### src/hw/fx_consts.vh
// Constants shared by the function output effect block and its mapping memory.
// Assumes a single 40 MHz clock and a one millisecond effect tick derived from it.
`ifndef FX_CONSTS_VH
`define FX_CONSTS_VH

`define FX_CLK_MHZ 40
`define FX_TICK_US 1000
`define FX_NOUT 8
`define FX_NFN 29
`define FX_FN_LAST 5'd28
`define FX_MM_NFN 9
`define FX_ACT_W 12
`define FX_ACT_BUF 8
`define FX_ACT_STOP 9
`define FX_ACT_SHUNT 10
`define FX_ACT_ABD 11
`define FX_FULL 8'hff
`define FX_ZERO 8'h00
`define FX_FIRE_FLOOR 8'h40
`define FX_KICK_UNIT 15'd100
`define FX_FLASH_UNIT 12'd10
`define FX_BUF_MIN 11'd100
`define FX_LFSR_SEED 16'hace1
`define FX_MAP_AW 6
`define FX_MAP_DEPTH 64

`endif

### src/hw/fx_map_mem.v
// Function mapping memory: one write port, one registered read port.
// Assumes the owner scans it continuously; reset clears every entry.
`timescale 1ns/10ps
`include "fx_consts.vh"

module fx_map_mem #(
  parameter AW = `FX_MAP_AW,
  parameter DW = `FX_ACT_W,
  parameter DEPTH = `FX_MAP_DEPTH
) (
  input wire ref_clk,
  input wire rstn,
  input wire clk_en,
  input wire wr_en,
  input wire [AW-1:0] wr_addr,
  input wire [DW-1:0] wr_data,
  input wire [AW-1:0] rd_addr,
  output wire [DW-1:0] rd_data
);

  reg [DW-1:0] mem_q [0:DEPTH-1];
  reg [DW-1:0] rd_q;
  integer k;

  // Reset empties the map, so no function drives any action as delivered.
  always @(posedge ref_clk) begin
    if (!rstn) begin
      for (k = 0; k < DEPTH; k = k + 1) begin
        mem_q[k] <= {DW{1'b0}};
      end
      rd_q <= {DW{1'b0}};
    end else if (clk_en) begin
      if (wr_en) begin
        mem_q[wr_addr] <= wr_data;
      end
      rd_q <= mem_q[rd_addr];
    end
  end

  assign rd_data = rd_q;

endmodule // fx_map_mem

### src/hw/fx_effects.v
// Effect generator for eight function outputs and the buffer output of a vehicle decoder.
// Assumes all inputs are synchronous to ref_clk; out_level is a duty level for a PWM stage.
`timescale 1ns/10ps
`include "fx_consts.vh"

module fx_effects #(
  parameter TICK_CYCLES = `FX_CLK_MHZ * `FX_TICK_US,
  parameter TICK_W = 16
) (
  input wire ref_clk,
  input wire rstn,
  input wire clk_en,
  input wire [`FX_NFN-1:0] fn_state,
  input wire dir_fwd,
  input wire mm_mode,
  input wire switch_input,
  input wire [`FX_ACT_W-1:0] switch_actions,
  input wire [7:0] motor_level,
  input wire [7:0] speed_step,
  input wire [7:0] dim_en,
  input wire [7:0] flash_en,
  input wire [7:0] kick_en,
  input wire [7:0] fire_en,
  input wire [7:0] thresh_en,
  input wire [7:0] invert,
  input wire [7:0] dim_time,
  input wire [7:0] kick_time,
  input wire [31:0] flash_period,
  input wire [7:0] volt_threshold,
  input wire map_wr_en,
  input wire map_wr_rev,
  input wire [4:0] map_wr_fn,
  input wire [`FX_ACT_W-1:0] map_wr_actions,
  output wire [63:0] out_level,
  output wire buffer_charge_control,
  output wire stop_request,
  output wire shunting_gear,
  output wire accel_brake_delay_enable,
  output wire [`FX_NFN-1:0] susi_functions,
  output wire [7:0] susi_speed
);

  localparam [TICK_W-1:0] TICK_LAST = TICK_CYCLES[TICK_W-1:0] - 1'b1;
  localparam [4:0] FN_LAST = `FX_FN_LAST;
  localparam [1:0] BUF_SEED = 2'd0;
  localparam [1:0] BUF_WAIT = 2'd1;
  localparam [1:0] BUF_ON = 2'd2;

  // One step of a ramp toward its target.
  function [7:0] step_toward;
    input [7:0] cur;
    input [7:0] tgt;
    begin
      if (cur < tgt) begin
        step_toward = cur + 8'h01;
      end else if (cur > tgt) begin
        step_toward = cur - 8'h01;
      end else begin
        step_toward = cur;
      end
    end
  endfunction

  reg [TICK_W-1:0] tick_cnt_q;
  reg tick_q;
  reg [15:0] lfsr_q;
  reg [4:0] scan_fn_q;
  reg [4:0] scan_fn_d1_q;
  reg scan_vld_q;
  reg [`FX_ACT_W-1:0] acc_q;
  reg acc_buf_q;
  reg [`FX_ACT_W-1:0] act_q;
  reg buf_mapped_q;
  reg [7:0] dim_cnt_q;
  reg [3:0] phase_q;
  reg [11:0] flash_cnt_q [0:3];
  reg [14:0] kick_cnt_q [0:7];
  reg [7:0] fire_lvl_q [0:7];
  reg [7:0] prev_cmd_q;
  reg [63:0] level_q;
  reg [1:0] buf_state_q;
  reg [10:0] buf_cnt_q;
  reg buf_out_q;
  reg stop_q;
  reg shunt_q;
  reg abd_q;
  reg [`FX_NFN-1:0] susi_fn_q;
  reg [7:0] susi_speed_q;

  wire [`FX_ACT_W-1:0] map_rd;
  wire [`FX_NFN-1:0] fn_eff;
  wire [`FX_ACT_W-1:0] act_now;
  wire over;
  wire ramp_step;
  reg [7:0] on_d;
  reg [63:0] target_d;
  integer i, fi, ki, li;

  // The alternate protocol only reaches F0 to F8, higher functions are masked off.
  assign fn_eff = mm_mode ? (fn_state & {{(`FX_NFN-`FX_MM_NFN){1'b0}}, {`FX_MM_NFN{1'b1}}})
                          : fn_state;
  // Switching input adds its own action set to the mapped ones.
  assign act_now = act_q | (switch_input ? switch_actions : {`FX_ACT_W{1'b0}});
  assign over = motor_level > volt_threshold;
  assign ramp_step = tick_q && (dim_cnt_q == dim_time);

  fx_map_mem u_map (
    .ref_clk(ref_clk),
    .rstn(rstn),
    .clk_en(clk_en),
    .wr_en(map_wr_en),
    .wr_addr({map_wr_rev, map_wr_fn}),
    .wr_data(map_wr_actions),
    .rd_addr({~dir_fwd, scan_fn_q}),
    .rd_data(map_rd)
  );

  // Common tick and a free-running LFSR; inputs are folded in so units differ.
  always @(posedge ref_clk) begin
    if (!rstn) begin
      tick_cnt_q <= {TICK_W{1'b0}};
      tick_q <= 1'b0;
      lfsr_q <= `FX_LFSR_SEED;
    end else if (clk_en) begin
      tick_q <= (tick_cnt_q == TICK_LAST);
      tick_cnt_q <= (tick_cnt_q == TICK_LAST) ? {TICK_W{1'b0}} : tick_cnt_q + 1'b1;
      lfsr_q <= {lfsr_q[14:0], lfsr_q[15] ^ lfsr_q[13] ^ lfsr_q[12] ^ lfsr_q[10]
                 ^ switch_input ^ motor_level[0] ^ speed_step[0]};
    end
  end

  // Continuous scan of the map for the current direction; a full pass takes 29 cycles.
  always @(posedge ref_clk) begin
    if (!rstn) begin
      scan_fn_q <= 5'd0;
      scan_fn_d1_q <= 5'd0;
      scan_vld_q <= 1'b0;
      acc_q <= {`FX_ACT_W{1'b0}};
      acc_buf_q <= 1'b0;
      act_q <= {`FX_ACT_W{1'b0}};
      buf_mapped_q <= 1'b0;
    end else if (clk_en) begin
      scan_fn_q <= (scan_fn_q == FN_LAST) ? 5'd0 : scan_fn_q + 5'd1;
      scan_fn_d1_q <= scan_fn_q;
      scan_vld_q <= 1'b1;
      if (scan_vld_q) begin
        if (scan_fn_d1_q == FN_LAST) begin
          act_q <= acc_q | (fn_eff[scan_fn_d1_q] ? map_rd : {`FX_ACT_W{1'b0}});
          buf_mapped_q <= acc_buf_q | map_rd[`FX_ACT_BUF];
          acc_q <= {`FX_ACT_W{1'b0}};
          acc_buf_q <= 1'b0;
        end else begin
          acc_q <= acc_q | (fn_eff[scan_fn_d1_q] ? map_rd : {`FX_ACT_W{1'b0}});
          acc_buf_q <= acc_buf_q | map_rd[`FX_ACT_BUF];
        end
      end
    end
  end

  // Shared dimming divider and per-pair flash timers.
  always @(posedge ref_clk) begin
    if (!rstn) begin
      dim_cnt_q <= 8'h00;
      phase_q <= 4'h0;
      for (fi = 0; fi < 4; fi = fi + 1) begin
        flash_cnt_q[fi] <= 12'h000;
      end
    end else if (clk_en && tick_q) begin
      dim_cnt_q <= (dim_cnt_q >= dim_time) ? 8'h00 : dim_cnt_q + 8'h01;
      for (fi = 0; fi < 4; fi = fi + 1) begin
        if (flash_cnt_q[fi] + 12'h001 >= {4'h0, flash_period[fi*8 +: 8]} * `FX_FLASH_UNIT) begin
          flash_cnt_q[fi] <= 12'h000;
          phase_q[fi] <= ~phase_q[fi];
        end else begin
          flash_cnt_q[fi] <= flash_cnt_q[fi] + 12'h001;
        end
      end
    end
  end

  // Kick timers load on a rising command and fire levels resample at random ticks.
  always @(posedge ref_clk) begin
    if (!rstn) begin
      prev_cmd_q <= 8'h00;
      for (ki = 0; ki < `FX_NOUT; ki = ki + 1) begin
        kick_cnt_q[ki] <= 15'd0;
        fire_lvl_q[ki] <= `FX_FULL;
      end
    end else if (clk_en) begin
      prev_cmd_q <= act_now[7:0];
      for (ki = 0; ki < `FX_NOUT; ki = ki + 1) begin
        if (kick_en[ki] && act_now[ki] && !prev_cmd_q[ki]) begin
          kick_cnt_q[ki] <= {7'd0, kick_time} * `FX_KICK_UNIT;
        end else if (!act_now[ki]) begin
          kick_cnt_q[ki] <= 15'd0;
        end else if (tick_q && kick_cnt_q[ki] != 15'd0) begin
          kick_cnt_q[ki] <= kick_cnt_q[ki] - 15'd1;
        end
        if (tick_q && lfsr_q[ki] && lfsr_q[ki+8]) begin
          fire_lvl_q[ki] <= lfsr_q[15:8] | `FX_FIRE_FLOOR;
        end
      end
    end
  end

  // Switching decision and target level of each output.
  always @* begin
    on_d = 8'h00;
    target_d = 64'h0;
    for (i = 0; i < `FX_NOUT; i = i + 1) begin
      if (kick_en[i]) begin
        on_d[i] = (kick_cnt_q[i] != 15'd0);
      end else if (thresh_en[i]) begin
        on_d[i] = act_now[i] & (over ~^ invert[i]);
      end else if (flash_en[i]) begin
        on_d[i] = act_now[i] & (phase_q[i/2] ^ invert[i]);
      end else begin
        on_d[i] = act_now[i] ^ invert[i];
      end
      if (!on_d[i]) begin
        target_d[i*8 +: 8] = `FX_ZERO;
      end else if (fire_en[i]) begin
        target_d[i*8 +: 8] = fire_lvl_q[i];
      end else begin
        target_d[i*8 +: 8] = `FX_FULL;
      end
    end
  end

  // Dimmed outputs without kick move one step per ramp pulse; the rest follow at once.
  always @(posedge ref_clk) begin
    if (!rstn) begin
      level_q <= 64'h0;
    end else if (clk_en) begin
      for (li = 0; li < `FX_NOUT; li = li + 1) begin
        if (dim_en[li] && !kick_en[li]) begin
          if (ramp_step) begin
            level_q[li*8 +: 8] <= step_toward(level_q[li*8 +: 8], target_d[li*8 +: 8]);
          end
        end else begin
          level_q[li*8 +: 8] <= target_d[li*8 +: 8];
        end
      end
    end
  end

  // Buffer output waits a random number of ticks after reset before charging.
  // The LFSR is only as random as the inputs seen before the first tick.
  always @(posedge ref_clk) begin
    if (!rstn) begin
      buf_state_q <= BUF_SEED;
      buf_cnt_q <= 11'd0;
      buf_out_q <= 1'b0;
    end else if (clk_en) begin
      case (buf_state_q)
        BUF_SEED: begin
          if (tick_q) begin
            buf_cnt_q <= {1'b0, lfsr_q[9:0]} + `FX_BUF_MIN;
            buf_state_q <= BUF_WAIT;
          end
        end
        BUF_WAIT: begin
          if (tick_q) begin
            if (buf_cnt_q == 11'd0) begin
              buf_state_q <= BUF_ON;
            end else begin
              buf_cnt_q <= buf_cnt_q - 11'd1;
            end
          end
        end
        BUF_ON: begin
          buf_state_q <= BUF_ON;
        end
        default: begin
          buf_state_q <= BUF_SEED;
        end
      endcase
      buf_out_q <= (buf_state_q == BUF_ON) &&
                   (!buf_mapped_q || act_now[`FX_ACT_BUF]);
    end
  end

  // Special functions and the status mirrored to the sound module side.
  always @(posedge ref_clk) begin
    if (!rstn) begin
      stop_q <= 1'b0;
      shunt_q <= 1'b0;
      abd_q <= 1'b0;
      susi_fn_q <= {`FX_NFN{1'b0}};
      susi_speed_q <= 8'h00;
    end else if (clk_en) begin
      stop_q <= act_now[`FX_ACT_STOP];
      shunt_q <= act_now[`FX_ACT_SHUNT];
      abd_q <= act_now[`FX_ACT_ABD];
      susi_fn_q <= fn_eff;
      susi_speed_q <= speed_step;
    end
  end

  assign out_level = level_q;
  assign buffer_charge_control = buf_out_q;
  assign stop_request = stop_q;
  assign shunting_gear = shunt_q;
  assign accel_brake_delay_enable = abd_q;
  assign susi_functions = susi_fn_q;
  assign susi_speed = susi_speed_q;

endmodule // fx_effects

### config.mk
export PLATFORM = sky130hd
export DESIGN_NAME = fx_effects
export DESIGN_NICKNAME = d
export VERILOG_FILES = /design/src/hw/fx_map_mem.v /design/src/hw/fx_effects.v
export VERILOG_INCLUDE_DIRS = /design/src /design/src/hw
export SDC_FILE = /design/constraint.sdc
export NUM_CORES = 2
export LEC_CHECK = 0
export BUFFER_PORTS_ARGS = -buffer_cell sky130_fd_sc_hd__clkbuf_2
export CAP_MARGIN = 0
export CORE_MARGIN = 2
export CORE_UTILIZATION = 60
export DETAILED_ROUTE_END_ITERATION = 10
export GPL_ROUTABILITY_DRIVEN = 0
export PLACE_DENSITY_LB_ADDON = 0.1
export REMOVE_ABC_BUFFERS = 1
export SLEW_MARGIN = 25
export SYNTH_ARGS = -nofsm -noshare
export SYNTH_HDL_FRONTEND = slang
export SYNTH_HIERARCHICAL = 1
export SYNTH_SLANG_ARGS = --single-unit
### constraint.sdc
create_clock -name ref_clk -period 10.7 [get_ports ref_clk]
set_input_delay 0.535 -clock ref_clk [delete_from_list [all_inputs] [get_ports ref_clk]]
set_output_delay 0.535 -clock ref_clk [all_outputs]
set_load 0.05 [all_outputs]
==> results.md <==
* Hold Vio Cnt, Final at 0
* Via/cell ratio at 6.14
* XOR/XNOR Fraction of Synth Area at 0.0334
* Post-Synth Simple-Gate Area at 0.169
* Pin count of the biggest net entering global routing at 86
* Fmax at 0.178 GHz
* Slew of the pin with the lowest slew margin at 1.17 ns
* CTS resizes at 0
* Proportion of synthesized area in mux cells at 0.0679
* Yosys warnings at 6
* First-pass GRT wire length at 255 mm
* Synthesis-stage register bit count at 1212
* Rows at 120
* Worst path most repeated cell: a21o_1
* GRT overflow at 0
* Area Overhead vs Synth at 10.8%
* Setup Slack @ Placement at 4.38 ns
* Initial Utilization at 0.604
* Slew Limit Fails at 0
* Post-CTS Setup Inserts at 0
* Multi-input logic area at 0.0283 mm^2
* Register Area at 0.0342 mm^2
* Worst vdd ir at 0.000178 V
* Final core utilization at 0.669
* Clk sinks at 1212
* Final wirelength at 167 mm
* Hold/Removal Path Class: primary input to flip-flop
* Clk_lat worst skew at 0.76 ns
* Outcome: finished clean
* Compound-Gate Fraction of Synth Area at 0.107
* Vias in the first global route at 43900
* DR DRC count at 0
* GRT Util Overall at 0.299
* DP HPWL at 110 mm
* Mean Syn Cell Area at 11.5 um^2
* Crit path max-delay cell type: nor4_1
* Commonest non-fill, non-tap cell in the layout: edfxtp_1
* Cts bufs inserted at 132
* Number of max-cap violations at 0
* Top-Level Pins at 291
* LEAKAGE at 26.6 nW
* Reg clk slew, reported paths at 0.06 ns
* Relative slew margins at 0.200
* Worst Setup Slack, final at 5.07 ns
* Startpoint Class: flip-flop
* Drt initial violations at 3569
* Root Driver: clkbuf_16
* TritonCTS clock tree: yes
* Critical Path AT at 6.30 ns
* Post-synth EDFFs at 992
* Pre-antenna DRT Iters at 8
* Hold_buf cts at 6
* Post-synthesis adder-cell area fraction at 0.0587
* Pwr dens at 162 mW/mm^2
* CP max FO at 12
* Initial antenna violation count at 9
* RSZ-0062 raised after global routing: no
* Final #Nets at 6245
* Mapped Cells at 5594
* Share of cells above drive strength 1 at 0.140
* Critical path class: flip-flop to flip-flop
* Core area at 0.107 mm^2
* Main combinational cell family by area after synthesis: simple AND/OR/NAND/NOR gates
* Crit-path cells: inv_1 > ha_1 > nor3b_1 > nand4b_1 > nor4_1 > a21oi_1 > and3_1 > o21ai_0 > ha_1 > nor2b_1 > o211ai_1 > a21bo_2 > nand2_1 > fa_1 > a21o_1 > a21o_1 > a21o_1 > a21oi_1 > xnor2_1 > nand2_1 > a31oi_1
* Share of synthesized registers carrying an async set or reset at 0
* Number of port buffers at 290
* Cell variety after synth at 94
* Largest stage delay, worst path at 0.71 ns
* Die Y-Extent at 332 um
* Seq/Total Area, Yosys at 0.530
* Clock Skew at 0.0178 ns
* Endpoints failing setup at 0
* Cell Area, Synth at 0.0645 mm^2
* Via count at 44700
* Crit. End Element: flip-flop
* DRT met1 WL at 66.7 mm
* DR WL met3 at 11.6 mm
* CP required at 11.37 ns
* Top sig layer: met5
* H-tree levels at 4
* Maximum clock insertion buffer count at 3
* Die area at 0.110 mm^2
* Most used DFF post-synth: edfxtp_1
* Wire length per cell at 22.9 um
* Die width at 332 um
* Routed Antenna Nets at 0
* Most frequent cells in the layout: edfxtp_1, and2_1, nor2_1
* DR WL met2 at 82.4 mm
* Final min period at 5.63 ns
* Final period utilization at 0.526
* Setup TNS at 0 ns
* Layout fillers at 8032
-- critical path, delay by kind of cell (launching register included) --
kind	cells	cell delay [ns]
XOR/XNOR	1	0.13
adder cells (fa/ha/maj)	3	0.93
buffers and inverters	1	0.08
AO/OA/AOI/OAI	9	1.69
flip-flops	1	0.41
AND/OR/NAND/NOR	7	2.30
-- registers in the layout, summed over array words and instances, names as in the netlist, 8 cells and up --
signal	count
u_map/mem_q	768
prev_cmd_q	8
flash_cnt_q	48
u_map/rd_data	12
acc_q	12
kick_cnt_q	120
dim_cnt_q	8
lfsr_q	16
susi_speed	8
act_q	12
out_level	64
buf_cnt_q	11
fire_lvl_q	56
susi_functions	29
tick_cnt_q	16
-- layout make-up --
| type | instances | area share |
|---|---|---|
| Sequential cell | 1212 | 0.478 |
| Inverter | 156 | 0.00823 |
| Timing Repair Buffer | 408 | 0.0334 |
| Tap cell | 1403 | 0.0246 |
| Clock inverter | 72 | 0.00991 |
| Antenna cell | 4 | 0.000140 |
| Clock buffer | 172 | 0.0499 |
| Multi-Input combinational cell | 3855 | 0.395 |
-- cells in the mapped netlist (92+ instances only) --
cell / count / area share
edfxtp_1: 992 / 0.46
and2_1: 781 / 0.076
nor2_1: 349 / 0.020
ha_1: 279 / 0.054
clkbuf_1: 267 / 0.016
nand2_1: 225 / 0.013
dfxtp_1: 220 / 0.068
o21ai_0: 218 / 0.017
a21oi_1: 188 / 0.015
inv_1: 154 / 0.0090
xnor2_1: 146 / 0.020
mux2i_1: 145 / 0.022
nor2b_1: 138 / 0.013
o22ai_1: 104 / 0.010
mux4_2: 103 / 0.036
xor2_1: 100 / 0.014
nand2b_1: 92 / 0.0089
-- metrics by stage --
stage | hold slack (ns) | area [um^2] | cells | power, mW
6_report | 0.0336 | 71500 | 7282 | 11.6
3_5_place_dp | 0.435 | 67100 | 7027 | 7.15
2_1_floorplan | 0.419 | 62900 | 5223 | 6.60
3_3_place_gp | 0.427 | 67000 | 7027 | 7.11
4_1_cts | 0.00154 | 71400 | 7277 | 11.6
5_1_grt | 0.0325 | 71500 | 7280 | 12.0
-- final timing paths --
check,from,end,slack [ns],cells after the start
worst max-delay path,kick_cnt_q[1][45],out_level[62],5.07,21
worst min-delay path,fn_state[8],susi_functions[8],0.03,3
worst max register to register,kick_cnt_q[1][45],out_level[62],5.07,21
worst min register to register,prev_cmd_q[0],prev_cmd_q[0],0.45,1
-- layer usage --
metal	track usage	vias up
met1	0.383	21900
met4	0.115	10
met2	0.515	1692
met5	0	-
met3	0.0452	349
li1	-	20800
-- logic make-up after synthesis --
kind of cell    Yosys count
other cells               1
buf+inv                 532
simple gates           1970
mux                     302
compound gates         1037
xor+xnor                246
fa+ha+maj               294
flops                  1212
-- report_power, final --
part / internal (mW) / total (mW) / switching, mW
registers: 5.35 / 5.50 / 0.152
clock network: 2.57 / 4.50 / 1.92
logic: 0.593 / 1.58 / 0.988
total: 8.52 / 11.6 / 3.06
(Power assumes the default switching activity.)
